$ cat config.mk
export PLATFORM = sky130hd
export DESIGN_NAME = sae_eval
export DESIGN_NICKNAME = d
export VERILOG_FILES = /design/src/sae_eval.v /design/src/sae_mem.v
export VERILOG_INCLUDE_DIRS = /design/src
export SDC_FILE = /design/constraint.sdc
export NUM_CORES = 1
export LEC_CHECK = 0
export ABC_AREA = 1
export ABC_CLOCK_PERIOD_IN_PS = 11350
export BUFFER_PORTS_ARGS = -buffer_cell sky130_fd_sc_hd__buf_2
export CORE_ASPECT_RATIO = 1.25
export CORE_MARGIN = 4
export CORE_UTILIZATION = 40
export CTS_CLUSTER_DIAMETER = 50
export DETAILED_ROUTE_END_ITERATION = 8
export PLACE_DENSITY_LB_ADDON = 0.3
export SLEW_MARGIN = 20
export SYNTH_ARGS = -nofsm -noshare
export SYNTH_HDL_FRONTEND = slang
export SYNTH_SLANG_ARGS = --single-unit
export TNS_END_PERCENT = 100
$ cat constraint.sdc
create_clock -name clk_in -period 11.35 [get_ports clk_in]
set_input_delay 1.7025 -clock clk_in [delete_from_list [all_inputs] [get_ports clk_in]]
set_output_delay 1.7025 -clock clk_in [all_outputs]
set_load 0.005 [all_outputs]
$ cat src/sae_map.vh
// sae_map.vh: constants shared by the smoke level evaluator files.
// assumes: included by bare name from each design file.
`ifndef SAE_MAP_VH
`define SAE_MAP_VH

// ----------------------------------------------------------------
// sizes
// ----------------------------------------------------------------
`define SAE_DETS        8
`define SAE_DET_W       3
`define SAE_VAL_W       8
`define SAE_ALG_W       3
`define SAE_ALG_ALL_W   24
`define SAE_TS_W        16
`define SAE_SUM_W       15
`define SAE_HCNT_W      7
`define SAE_WORD_W      55
`define SAE_CTRL_W      2

// ----------------------------------------------------------------
// state word fields: dec, base, sum, hour count, armed, arm stamp
// ----------------------------------------------------------------
`define SAE_W_DEC       54:47
`define SAE_W_BASE      46:39
`define SAE_W_SUM       38:24
`define SAE_W_HCNT      23:17
`define SAE_W_ARMED     16
`define SAE_W_TS        15:0

// ----------------------------------------------------------------
// register offsets (byte addresses)
// ----------------------------------------------------------------
`define SAE_OFF_CTRL    8'h00
`define SAE_OFF_PREOFF  8'h04
`define SAE_OFF_FIREOFF 8'h08
`define SAE_OFF_HVYOFF  8'h0C
`define SAE_OFF_ALGN    8'h10
`define SAE_OFF_ALGA    8'h14
`define SAE_OFF_STATE   8'h18
`define SAE_OFF_ISTAT   8'h1C
`define SAE_OFF_IEN     8'h20
`define SAE_OFF_ICLR    8'h24

// ----------------------------------------------------------------
// fields and reset values
// ----------------------------------------------------------------
`define SAE_CTRL_PREEN  0
`define SAE_CTRL_ALTSW  1
`define SAE_RST_CTRL    2'h1
`define SAE_RST_PREOFF  8'h16
`define SAE_RST_FIREOFF 8'h1E
`define SAE_RST_HVYOFF  8'h3C
`define SAE_ALG_DEFAULT 3'h0
`define SAE_EV_W        3
`define SAE_EV_PRE      0
`define SAE_EV_FIRE     1
`define SAE_EV_HVY      2

// ----------------------------------------------------------------
// algorithm code: bit 2 selects slow time, bits 1:0 sensitivity
// ----------------------------------------------------------------
`define SAE_SENS_NORM   2'h0
`define SAE_SENS_HIGH   2'h1
`define SAE_SENS_LOW    2'h2
`define SAE_ALG_SLOW    2
`define SAE_STEP_H15    8'h04
`define SAE_STEP_N15    8'h05
`define SAE_STEP_L15    8'h06
`define SAE_STEP_SLOW   8'h02

// ----------------------------------------------------------------
// timing
// ----------------------------------------------------------------
`define SAE_CLK_HZ      100000000
`define SAE_T_NORM_S    16'h000F
`define SAE_T_SLOW_S    16'h0023
`define SAE_HOUR_S      12'hE10
`define SAE_HOUR_W      12
`define SAE_SEC_W       27

`endif

$ cat src/sae_eval.v
// sae_eval.v: smoke level evaluator, filter, baseline, levels, apb.
// assumes: samples arrive on a valid/ready port, one clock, sync reset.
`timescale 1ns/1ps
`include "sae_map.vh"

module sae_eval
#(
  parameter SEC_CYCLES = `SAE_CLK_HZ
)
(
  // clock and reset
  input  wire                        clk_in,
  input  wire                        resetn_in,
  // apb slave
  input  wire                        psel_in,
  input  wire                        penable_in,
  input  wire                        pwrite_in,
  input  wire [7:0]                  paddr_in,
  input  wire [31:0]                 pwdata_in,
  output reg  [31:0]                 prdata_out,
  output wire                        pready_out,
  output reg                         pslverr_out,
  // sample stream from the loop
  input  wire                        sample_valid_in,
  input  wire [`SAE_DET_W-1:0]       sample_det_in,
  input  wire [`SAE_VAL_W-1:0]       sample_val_in,
  output wire                        sample_ready_out,
  // time channel and alarm triggers
  input  wire                        time_chan_in,
  output reg  [`SAE_DETS-1:0]        pre_out,
  output reg  [`SAE_DETS-1:0]        fire_out,
  output reg  [`SAE_DETS-1:0]        heavy_out,
  output wire                        irq_out
);

  // ----------------------------------------------------------------
  // states
  // ----------------------------------------------------------------
  localparam S_INIT = 2'h0;
  localparam S_IDLE = 2'h1;
  localparam S_RD   = 2'h2;
  localparam S_UPD  = 2'h3;

  localparam [`SAE_SEC_W-1:0] SEC_LAST =
    SEC_CYCLES[`SAE_SEC_W-1:0] - 1'b1;

  reg [1:0]                  state_reg;
  reg [`SAE_DET_W-1:0]       det_reg;
  reg [`SAE_VAL_W-1:0]       val_reg;
  reg [1:0]                  ctrl_reg;
  reg [`SAE_VAL_W-1:0]       preoff_reg;
  reg [`SAE_VAL_W-1:0]       fireoff_reg;
  reg [`SAE_VAL_W-1:0]       hvyoff_reg;
  reg [`SAE_ALG_ALL_W-1:0]   algn_reg;
  reg [`SAE_ALG_ALL_W-1:0]   alga_reg;
  reg [`SAE_EV_W-1:0]        istat_reg;
  reg [`SAE_EV_W-1:0]        ien_reg;
  reg [`SAE_SEC_W-1:0]       cyc_reg;
  reg [`SAE_TS_W-1:0]        now_reg;
  reg [`SAE_HOUR_W-1:0]      hsec_reg;
  reg [`SAE_DETS-1:0]        hpend_reg;
  wire [`SAE_WORD_W-1:0]     rdata;
  reg  [`SAE_WORD_W-1:0]     wdata;

  // ----------------------------------------------------------------
  // per-detector memory
  // ----------------------------------------------------------------
  sae_mem u_mem
  (
    .clk_in    (clk_in),
    .we_in     ((state_reg == S_INIT) || (state_reg == S_UPD)),
    .waddr_in  (det_reg),
    .wdata_in  (wdata),
    .raddr_in  (det_reg),      // loop lines may move once taken
    .rdata_out (rdata)
  );

  // word layout: dec, base, sum, hour count, armed, arm stamp
  wire [`SAE_VAL_W-1:0]  m_dec   = rdata[`SAE_W_DEC];
  wire [`SAE_VAL_W-1:0]  m_base  = rdata[`SAE_W_BASE];
  wire [`SAE_SUM_W-1:0]  m_sum   = rdata[`SAE_W_SUM];
  wire [`SAE_HCNT_W-1:0] m_hcnt  = rdata[`SAE_W_HCNT];
  wire                   m_armed = rdata[`SAE_W_ARMED];
  wire [`SAE_TS_W-1:0]   m_ts    = rdata[`SAE_W_TS];

  // ----------------------------------------------------------------
  // algorithm select and step value
  // ----------------------------------------------------------------
  wire alt_on = time_chan_in | ctrl_reg[`SAE_CTRL_ALTSW];
  wire [`SAE_ALG_W-1:0] alg = alt_on ?
    alga_reg[det_reg*`SAE_ALG_W +: `SAE_ALG_W] :
    algn_reg[det_reg*`SAE_ALG_W +: `SAE_ALG_W];
  wire slow = alg[`SAE_ALG_SLOW];

  reg [`SAE_VAL_W-1:0] step;
  // slow time uses one small step for every sensitivity
  always @*
  begin
    if (slow)
      step = `SAE_STEP_SLOW;
    else
      case (alg[1:0])
        `SAE_SENS_HIGH: step = `SAE_STEP_H15;
        `SAE_SENS_LOW:  step = `SAE_STEP_L15;
        default:        step = `SAE_STEP_N15;
      endcase
  end

  // ----------------------------------------------------------------
  // decision filter
  // ----------------------------------------------------------------
  wire up = val_reg >= m_dec;
  wire [`SAE_VAL_W-1:0] diff = up ? val_reg - m_dec : m_dec - val_reg;
  wire [`SAE_VAL_W-1:0] dec_new = (diff <= step) ? val_reg :
    (up ? m_dec + step : m_dec - step);

  // ----------------------------------------------------------------
  // levels; nine bits so a high baseline cannot wrap a level low
  // ----------------------------------------------------------------
  wire [8:0] fire_lvl = {1'b0, m_base} + {1'b0, fireoff_reg};
  wire [8:0] pre_raw  = {1'b0, m_base} + {1'b0, preoff_reg};
  wire [8:0] hvy_raw  = {1'b0, m_base} + {1'b0, hvyoff_reg};
  wire [8:0] pre_lvl  = (pre_raw < fire_lvl) ? pre_raw : fire_lvl;
  wire [8:0] hvy_lvl  = (hvy_raw > fire_lvl) ? hvy_raw : fire_lvl;
  wire [8:0] dec9     = {1'b0, dec_new};
  wire at_pre  = dec9 >= pre_lvl;
  wire at_fire = dec9 >= fire_lvl;
  wire at_hvy  = dec9 >= hvy_lvl;

  // fire must stay at level for the algorithm's least delay
  wire [`SAE_TS_W-1:0] delay = slow ? `SAE_T_SLOW_S : `SAE_T_NORM_S;
  wire [`SAE_TS_W-1:0] held  = now_reg - m_ts;
  wire armed_new = at_fire;
  wire [`SAE_TS_W-1:0] ts_new = m_armed ? m_ts : now_reg;
  wire fire_ok = at_fire & m_armed & (held >= delay);
  wire pre_ok  = at_pre & ctrl_reg[`SAE_CTRL_PREEN];
  wire hvy_ok  = fire_ok & at_hvy;

  // ----------------------------------------------------------------
  // hourly average of decision values
  // ----------------------------------------------------------------
  wire hour_take = hpend_reg[det_reg];
  wire [`SAE_SUM_W-1:0] sum_add = m_sum + {7'h00, dec_new};
  wire hcnt_full = &m_hcnt;
  wire [`SAE_VAL_W-1:0] base_new = (hour_take & hcnt_full) ?
    sum_add[`SAE_SUM_W-1:`SAE_HCNT_W] : m_base;
  wire [`SAE_SUM_W-1:0] sum_new = !hour_take ? m_sum :
    (hcnt_full ? {`SAE_SUM_W{1'b0}} : sum_add);
  wire [`SAE_HCNT_W-1:0] hcnt_new = hour_take ? m_hcnt + 7'h01 : m_hcnt;

  // zeros during the sweep start every decision value at nought
  always @*
  begin
    if (state_reg == S_INIT)
      wdata = {`SAE_WORD_W{1'b0}};
    else
      wdata = {dec_new, base_new, sum_new, hcnt_new, armed_new, ts_new};
  end

  // ----------------------------------------------------------------
  // sequencing: one sample in flight, others wait on ready
  // ----------------------------------------------------------------
  assign sample_ready_out = (state_reg == S_IDLE);

  always @(posedge clk_in)
  begin
    if (!resetn_in)
    begin
      state_reg <= S_INIT;
      det_reg   <= {`SAE_DET_W{1'b0}};
      val_reg   <= {`SAE_VAL_W{1'b0}};
    end
    else
      case (state_reg)
        S_INIT:
        begin
          det_reg <= det_reg + 3'h1;
          if (&det_reg)
            state_reg <= S_IDLE;
        end
        S_IDLE:
          if (sample_valid_in)
          begin
            det_reg   <= sample_det_in;
            val_reg   <= sample_val_in;
            state_reg <= S_RD;
          end
        S_RD:
          state_reg <= S_UPD;
        S_UPD:
          state_reg <= S_IDLE;
        default:
          state_reg <= S_IDLE;
      endcase
  end

  // ----------------------------------------------------------------
  // seconds and hour ticks
  // ----------------------------------------------------------------
  wire sec_tick  = (cyc_reg == SEC_LAST);
  wire hour_tick = sec_tick && (hsec_reg == `SAE_HOUR_S - 12'h001);

  always @(posedge clk_in)
  begin
    if (!resetn_in)
    begin
      cyc_reg   <= {`SAE_SEC_W{1'b0}};
      now_reg   <= {`SAE_TS_W{1'b0}};
      hsec_reg  <= {`SAE_HOUR_W{1'b0}};
      hpend_reg <= {`SAE_DETS{1'b0}};
    end
    else
    begin
      cyc_reg <= sec_tick ? {`SAE_SEC_W{1'b0}} : cyc_reg + 27'h1;
      if (sec_tick)
      begin
        now_reg  <= now_reg + 16'h0001;
        hsec_reg <= hour_tick ? {`SAE_HOUR_W{1'b0}} : hsec_reg + 12'h001;
      end
      // a fresh hour wins over the take of the previous one
      if (hour_tick)
        hpend_reg <= {`SAE_DETS{1'b1}};
      else if (state_reg == S_UPD)
        hpend_reg[det_reg] <= 1'b0;
    end
  end

  // ----------------------------------------------------------------
  // per-detector trigger flags, not latched
  // ----------------------------------------------------------------
  wire [`SAE_DETS-1:0] ev_pre;
  wire [`SAE_DETS-1:0] ev_fire;
  wire [`SAE_DETS-1:0] ev_hvy;

  genvar g;
  generate
    for (g = 0; g < `SAE_DETS; g = g + 1)
    begin : g_det
      wire hit = (state_reg == S_UPD) && (det_reg == g);
      assign ev_pre[g]  = hit & pre_ok  & ~pre_out[g];
      assign ev_fire[g] = hit & fire_ok & ~fire_out[g];
      assign ev_hvy[g]  = hit & hvy_ok  & ~heavy_out[g];
      always @(posedge clk_in)
      begin
        if (!resetn_in)
        begin
          pre_out[g]   <= 1'b0;
          fire_out[g]  <= 1'b0;
          heavy_out[g] <= 1'b0;
        end
        else if (hit)
        begin
          pre_out[g]   <= pre_ok;
          fire_out[g]  <= fire_ok;
          heavy_out[g] <= hvy_ok;
        end
      end
    end
  endgenerate

  // ----------------------------------------------------------------
  // apb registers and interrupt
  // ----------------------------------------------------------------
  wire wr_acc = psel_in & penable_in & pwrite_in;
  wire [`SAE_EV_W-1:0] ev = {|ev_hvy, |ev_fire, |ev_pre};
  wire [`SAE_EV_W-1:0] iclr = (wr_acc && paddr_in == `SAE_OFF_ICLR) ?
    pwdata_in[`SAE_EV_W-1:0] : {`SAE_EV_W{1'b0}};

  assign pready_out = 1'b1;
  assign irq_out    = |(istat_reg & ien_reg);

  reg [31:0] rd_mux;
  reg        rd_bad;
  // decode once; the same map answers reads and flags stray addresses
  always @*
  begin
    rd_bad = 1'b0;
    case (paddr_in)
      `SAE_OFF_CTRL:    rd_mux = {30'h0, ctrl_reg};
      `SAE_OFF_PREOFF:  rd_mux = {24'h0, preoff_reg};
      `SAE_OFF_FIREOFF: rd_mux = {24'h0, fireoff_reg};
      `SAE_OFF_HVYOFF:  rd_mux = {24'h0, hvyoff_reg};
      `SAE_OFF_ALGN:    rd_mux = {8'h0, algn_reg};
      `SAE_OFF_ALGA:    rd_mux = {8'h0, alga_reg};
      `SAE_OFF_STATE:   rd_mux = {8'h0, heavy_out, fire_out, pre_out};
      `SAE_OFF_ISTAT:   rd_mux = {29'h0, istat_reg};
      `SAE_OFF_IEN:     rd_mux = {29'h0, ien_reg};
      `SAE_OFF_ICLR:    rd_mux = 32'h0;
      default:
      begin
        rd_mux = 32'h0;
        rd_bad = 1'b1;
      end
    endcase
  end

  always @(posedge clk_in)
  begin
    if (!resetn_in)
    begin
      ctrl_reg    <= `SAE_RST_CTRL;
      preoff_reg  <= `SAE_RST_PREOFF;
      fireoff_reg <= `SAE_RST_FIREOFF;
      hvyoff_reg  <= `SAE_RST_HVYOFF;
      algn_reg    <= {`SAE_DETS{`SAE_ALG_DEFAULT}};
      alga_reg    <= {`SAE_DETS{`SAE_ALG_DEFAULT}};
      istat_reg   <= {`SAE_EV_W{1'b0}};
      ien_reg     <= {`SAE_EV_W{1'b0}};
      prdata_out  <= 32'h0;
      pslverr_out <= 1'b0;
    end
    else
    begin
      // data and error are captured in setup so they stand in access
      if (psel_in && !penable_in)
      begin
        prdata_out  <= pwrite_in ? 32'h0 : rd_mux;
        pslverr_out <= rd_bad;
      end
      if (wr_acc)
        case (paddr_in)
          `SAE_OFF_CTRL:    ctrl_reg    <= pwdata_in[`SAE_CTRL_W-1:0];
          `SAE_OFF_PREOFF:  preoff_reg  <= pwdata_in[7:0];
          `SAE_OFF_FIREOFF: fireoff_reg <= pwdata_in[7:0];
          `SAE_OFF_HVYOFF:  hvyoff_reg  <= pwdata_in[7:0];
          `SAE_OFF_ALGN:    algn_reg    <= pwdata_in[`SAE_ALG_ALL_W-1:0];
          `SAE_OFF_ALGA:    alga_reg    <= pwdata_in[`SAE_ALG_ALL_W-1:0];
          `SAE_OFF_IEN:     ien_reg     <= pwdata_in[`SAE_EV_W-1:0];
          default:          ien_reg     <= ien_reg;
        endcase
      // a new event in the clear cycle survives the clear
      istat_reg <= (istat_reg & ~iclr) | ev;
    end
  end

endmodule // sae_eval

$ cat src/sae_mem.v
// sae_mem.v: per-detector state memory, one word per detector.
// assumes: single clock, read data valid the cycle after the address.
`timescale 1ns/1ps
`include "sae_map.vh"

module sae_mem
(
  // clock
  input  wire                        clk_in,
  // write port
  input  wire                        we_in,
  input  wire [`SAE_DET_W-1:0]       waddr_in,
  input  wire [`SAE_WORD_W-1:0]      wdata_in,
  // read port
  input  wire [`SAE_DET_W-1:0]       raddr_in,
  output reg  [`SAE_WORD_W-1:0]      rdata_out
);

  reg [`SAE_WORD_W-1:0] mem_reg [0:`SAE_DETS-1];

  // no reset here: the owner sweeps zeros in after reset
  always @(posedge clk_in)
  begin
    if (we_in)
      mem_reg[waddr_in] <= wdata_in;
    rdata_out <= mem_reg[raddr_in];
  end

endmodule // sae_mem

### Yosys cells after proc, flatten, opt, wreduce, memory -nomap -nowiden

Memories as Yosys holds them, arrays and structs flattened. A register that Yosys moved wholly into a read port is not among the register bits.
Cells that the tools add are included.

* register bits after elaboration: 213
* output and inout bits: 60
* bits in writable memories: 440
* memories: 1
* word-level logic and storage cells: 251
* input bits: 58

Memories
* u_mem.mem_reg: words 8, width 55, read ports 1, clocked after Yosys merged registers in 1, write ports 1, line sae_mem.v:19 `` reg [`SAE_WORD_W-1:0] mem_reg [0:`SAE_DETS-1]; ``

* bitwise operators: 87
* shift-type cells: 2
* multipliers: 1
* eq/ne operators: 25
* multiplexer cells: 33
* order comparisons: 10
* reduce and logical (&&, ||, !) cells: 37
* add/sub/neg operators: 14

Operators by type and width (count)
* $pmux 24 s9: 1
* $and 1x1->1: 55
* $mux 55: 1
* $mux 8: 6
* $shiftx 24x6->3: 2
* $eq 8x5->1 const B: 4
* $mux 32: 1
* $mux 15: 2
* $add 27x1->27 const B: 1
* $add 8x8->9: 3
* $eq 27x27->1 const B: 1
* $ge 8x9->1: 3
* $not 1->1: 25
* $reduce_or 8->1: 3
* $sub 8x8->8: 3
* $reduce_and 2->1: 10
* $mux 9: 2
* $add 16x1->16 const B: 1
* $eq 8x4->1 const B: 2
* $eq 8x6->1 const B: 2
* $ge 16x6->1: 1
* $mux 16: 1
* $sub 16x16->16: 1
* $add 15x8->15: 1
* other kinds (49): 77

### Logic depth before layout (Yosys ltp)

* depth in word-level cells: 17
* mapped depth: 42

### Cells and area by module

From an unflattened synthesis, not the netlist that was laid out.

* cells, all modules: 4314
* area, all modules: 35572.9 µm²

Modules (own cells, without submodules)
* sae_mem: seq. area each 14313.7 µm², times used 1, cells an instance 1974, area each 20330.7 µm²
* sae_eval: seq. area each 4103.9 µm², times used 1, cells an instance 2340, area each 15242.1 µm²

### Least setup slack after synthesis

No wires, ideal clock.

* kind: input port to flip-flop
* from: input port time_chan_in
* to: memory u_mem.mem_reg[0][42] in the netlist's numbering (data pin)
* arrival: 6.481 ns
* buffers on the path: 2
* setup slack: 4.604 ns
* required time: 11.085 ns
* stages on the path: 33
* path through: nor2_1 -> clkinv_1 -> clkbuf_1 -> clkbuf_1 -> nor2_1 -> o21ai_0 -> a221oi_1 -> ha_1 -> nand2_1 -> ha_1 -> ha_1 -> nand2_1 -> o21ai_0 -> ha_1 -> a21oi_1 -> nand2_1 -> xnor2_1 -> nand2_2 -> o21ai_2 -> inv_1 -> ha_1 -> a21oi_1 -> nand2_1 -> nand2_1 -> nand2_1 -> a21oi_1 -> nor2_1 -> o21ai_0 -> nand2_1 -> nand2_1 -> nor2_1 -> xor2_1 -> o21ai_0

* longest elaborated chain between the ends: 11
* elaborated cells between the ends (all ways): 14

RTL lines
* start: declaration: line sae_eval.v:29 `input wire time_chan_in,`
* $or 1x1->1 *: line sae_eval.v:89 `` wire alt_on = time_chan_in | ctrl_reg[`SAE_CTRL_ALTSW]; ``
* $mux 3 *: line sae_eval.v:90 `` wire [`SAE_ALG_W-1:0] alg = alt_on ? ``
* $eq 2x2->1 / $eq 2x1->1 (equally long branches): line sae_eval.v:102 `case (alg[1:0])`
* $pmux 2 s2: line sae_eval.v:102
* $mux 3 *: line sae_eval.v:99 `if (slow)`
* $sub 8x8->8 / $add 8x8->8 (equally long branches): line sae_eval.v:115 `(up ? m_dec + step : m_dec - step);`
* $mux 8: line sae_eval.v:115
* $mux 8 *: line sae_eval.v:114 `` wire [`SAE_VAL_W-1:0] dec_new = (diff <= step) ? val_reg : ``
* $add 15x8->15 *: line sae_eval.v:143 `` wire [`SAE_SUM_W-1:0] sum_add = m_sum + {7'h00, dec_new}; ``
* $mux 8 *: line sae_eval.v:145 `` wire [`SAE_VAL_W-1:0] base_new = (hour_take & hcnt_full) ? ``
* $mux 55 *: line sae_eval.v:154 `if (state_reg == S_INIT)`
* via u_mem.wdata_in[42]: line sae_mem.v:13 `` input wire [`SAE_WORD_W-1:0] wdata_in, ``
* end: declaration: line sae_mem.v:19

Mark *: on every way through the listed nets, which the timed path passes. The rest lies on a longest branch.

### Final worst setup path

* from: input port time_chan_in
* to: memory u_mem.mem_reg[1][46] in the netlist's numbering (data pin)

Same word-level chain as after synthesis.

==> flow_summary_export.csv <==
group,metric,value,unit
setup_path,startpoint,"time_chan_in",
global_routing,grt_pass1_vias,22260,
final_layout,largest_reg_flops,440,
yosys,postSynthCellCount,3194,
placed_design,hpwl,51570,µm
global_routing,grt_max_degree,70,
global_routing,antenna_found_initial,0,
clock_tree,cts_setup_buffers,0,
setup_path,reg2reg_slack,3.48,ns
final_layout,seq_area,18420,µm²
placed_design,place_congestion,0.8798,
setup_path,reg2reg_depth,37,
floorplan,die_w,259.9,µm
yosys,yosysSeqAreaShare,58.06,%
sta,fin_tns_setup,0,ns
setup_path,worstPathRequired,11.67,ns
drt,dr.pass1.iters,5,
sta,finalHoldViolations,0,
yosys,synth_edf_count,440,
setup_path,cpPeakStageDelay,0.77,ns
sta,fin_crit_sh,75.16,%
clock_tree,root_buffer,"clkbuf_16",
power,ir_worst_vdd,0.2330,mV
yosys,synth-seq-cells,700,
clock_tree,holdBufCountCts,0,
floorplan,coreArea,78710,µm²
clock_tree,cts_tree,"yes",
setup_path,critPathMostFrequentCell,"nand2_1",
clock_tree,cts_max_path_buffers,3,
yosys,synthXorXnorAreaFrac,1.463,%
clock_tree,cts.sinks,700,
power,p_per_area,330.1,nW/µm²
setup_path,start_kind,"primary input",
global_routing,grt.busiest_layer,"met2",
setup_path,endpoint,"u_mem.mem_reg[1][46]",
yosys,synthArstFlopShare,0,%
yosys,syn_area,31720,µm²
final_layout,layout_commonest_cell,"nand2_1",
floorplan,num_rows,115,
sta,worst_pin_slew,1.154,ns
sta,maxClockFrequency,117.2,MHz
placed_design,port_buffers,100,
drt,drtAntennaViolNets,0,
clock_tree,cts_made_buffers,69,
sta,skew,0.03083,ns
global_routing,grtUsageMet2,33.20,%
yosys,synth.area.mux_share,0,%
setup_path,path_class,"in -> reg",
power,total_power,11750,µW
final_layout,synthToLayoutAreaGrowth,12.24,%
final_layout,nFillCells,7360,
clock_tree,h-tree-depth,3,
global_routing,grt_pass1_wl,126500,µm
global_routing,overflow,0,
flow_run,max_cap_viol_count,0,
sta,slew_headroom,22.85,%
hold_path,min_path_type,"reg -> reg",
clock_tree,cts_resized,0,
drt,vias,23120,
setup_path,rr_endpoint,"u_mem.mem_reg[1][46]",
yosys,synth_ff_type,"edfxtp_1",
global_routing,grtUsageMet3,2.435,%
final_layout,mostFrequentLayoutCells,"nand2_1, edfxtp_1, inv_1",
setup_path,timing.rr.start,"det_reg[2]",
sta,period_needed,8.531,ns
status,run_status,"finished, final reports clean",
setup_path,critPathCaptureType,"flop",
drt,drc,0,
final_layout,diodes,0,
setup_path,critPathSlowestCell,"nor2_1",
setup_path,path_max_fanout,21,
drt,vias_per_cell,5.278,
yosys,synth_area_per_cell,9.932,µm²
yosys,synth.distinct_cells,56,
floorplan,fp.dieH,322.9,µm
final_layout,multi_input_area,11590,µm²
global_routing,grtUsageTotal,19.24,%
global_routing,grt_use_met1,24.57,%
yosys,synth-compound-area-share,14.15,%
drt,routed_wl,82430,µm
power,p_leak,0.01364,µW
floorplan,io-pin-count,118,
sta,rsz0062_at_grt,"false",
final_layout,layout-drive-gt1-share,9.525,%
yosys,synthAdderAreaFrac,5.711,%
sta,maxSlewViolCount,0,
yosys,yosys.area_share.simple,14.79,%
sta,setup_violations,0,
drt,drt_iter0_drc,1851,
yosys,synth_top_family_by_area,"simple AND/OR/NAND/NOR gates",
clock_tree,clkLatencyLatePin,0.63,ns
setup_path,arrival,8.85,ns
final_layout,fin_nets,3474,
yosys,yosysWarnings,0,
clock_tree,path_clk_slew,0.06,ns
floorplan,dieArea,83910,µm²
drt,wire_per_inst,18.81,µm
floorplan,start_util,40.31,%
## final cells by class
cell class,instances,area share (%)
clock buffer,85,5.274
clock inverter,38,1.124
inverter,345,3.640
multi-input combinational,2033,32.56
sequential,700,51.73
tap,1053,3.700
timing repair buffer,127,1.975
## where the power goes
| group | switching (µW) | internal [µW] |
|---|---|---|
| sequential | 212 | 3560 |
| combinational | 3880 | 1790 |
| clock | 979 | 1330 |
| total | 5070 | 6680 |
## cells in the mapped netlist (8+ instances only)
master | count | area, µm²
fa_1 | 8 | 160.2
edfxtp_1 | 440 | 13210
clkbuf_1 | 81 | 304.0
buf_1 | 16 | 60.06
o21ai_2 | 10 | 87.58
o21ai_1 | 8 | 40.04
inv_1 | 325 | 1220
nand3_1 | 112 | 560.5
o21ai_0 | 206 | 1031
clkinv_1 | 8 | 30.03
buf_4 | 10 | 75.07
nor2_1 | 261 | 979.7
o21a_1 | 8 | 60.06
o211ai_1 | 10 | 75.07
xor2_1 | 40 | 350.3
nor3_1 | 23 | 115.1
nor2_2 | 13 | 81.33
buf_2 | 11 | 55.05
nand4_1 | 70 | 437.9
nand2_1 | 564 | 2117
o221ai_1 | 15 | 131.4
nor4_1 | 8 | 50.05
inv_2 | 11 | 41.29
a22o_1 | 43 | 376.6
nand3b_1 | 8 | 60.06
a22oi_1 | 71 | 533.0
xnor2_1 | 13 | 113.9
a21oi_1 | 271 | 1356
dfxtp_1 | 260 | 5205
ha_1 | 132 | 1652
o22ai_1 | 8 | 50.05
a221oi_1 | 60 | 525.5
## worst max-delay path, delay by kind of cell
family	cells	cell delay [ns]
simple gates	16	2.39
compound gates	10	2.01
buf+inv	6	1.35
fa+ha+maj	4	1.20
xor+xnor	1	0.11
## routing by layer
layer  part of all wire (%)  vias to the layer above
met5                      0                        -
met1                     42                    10980
li1                       -                    11320
met4                    3.5                        0
met2                     48                      669
met3                    5.7                      152
## worst min path at each step
stage	startpoint	end	slack [ns]	cells past startpoint
after floorplan	cyc_reg[0]	cyc_reg[0]	0.41	1
after global placement	cyc_reg[0]	cyc_reg[0]	0.43	1
after detailed placement	cyc_reg[0]	cyc_reg[0]	0.44	1
after CTS	hsec_reg[10]	hsec_reg[10]	0.45	2
after global routing	cyc_reg[0]	cyc_reg[0]	0.45	1
final	cyc_reg[0]	cyc_reg[0]	0.45	1
## logic make-up (layout without fill, tap and decap cells)
logic type,after synthesis,after routing
AOI/OAI and AO/OA,738,738
xor gates and xnor gates,53,53
adders and majority gates,140,140
buffers and inverters,468,595
DFF,700,700
other,2,9
and+or+nand+nor,1093,1093
## through the flow
step	hold slack, ns	cells	worst slack, ns	cell area (µm²)	util, %
after floorplan	0.4132	3201	4.604	31750	-
after global placement	0.4287	4258	2.245	33330	42.34
after detailed placement	0.4353	4258	2.184	33330	42.34
after CTS	0.4490	4381	2.792	35610	45.24
after global routing	0.4527	4381	2.255	35610	45.24
final	0.4468	4381	2.819	35610	45.24
Note: power is estimated with default switching activity, not from simulation.
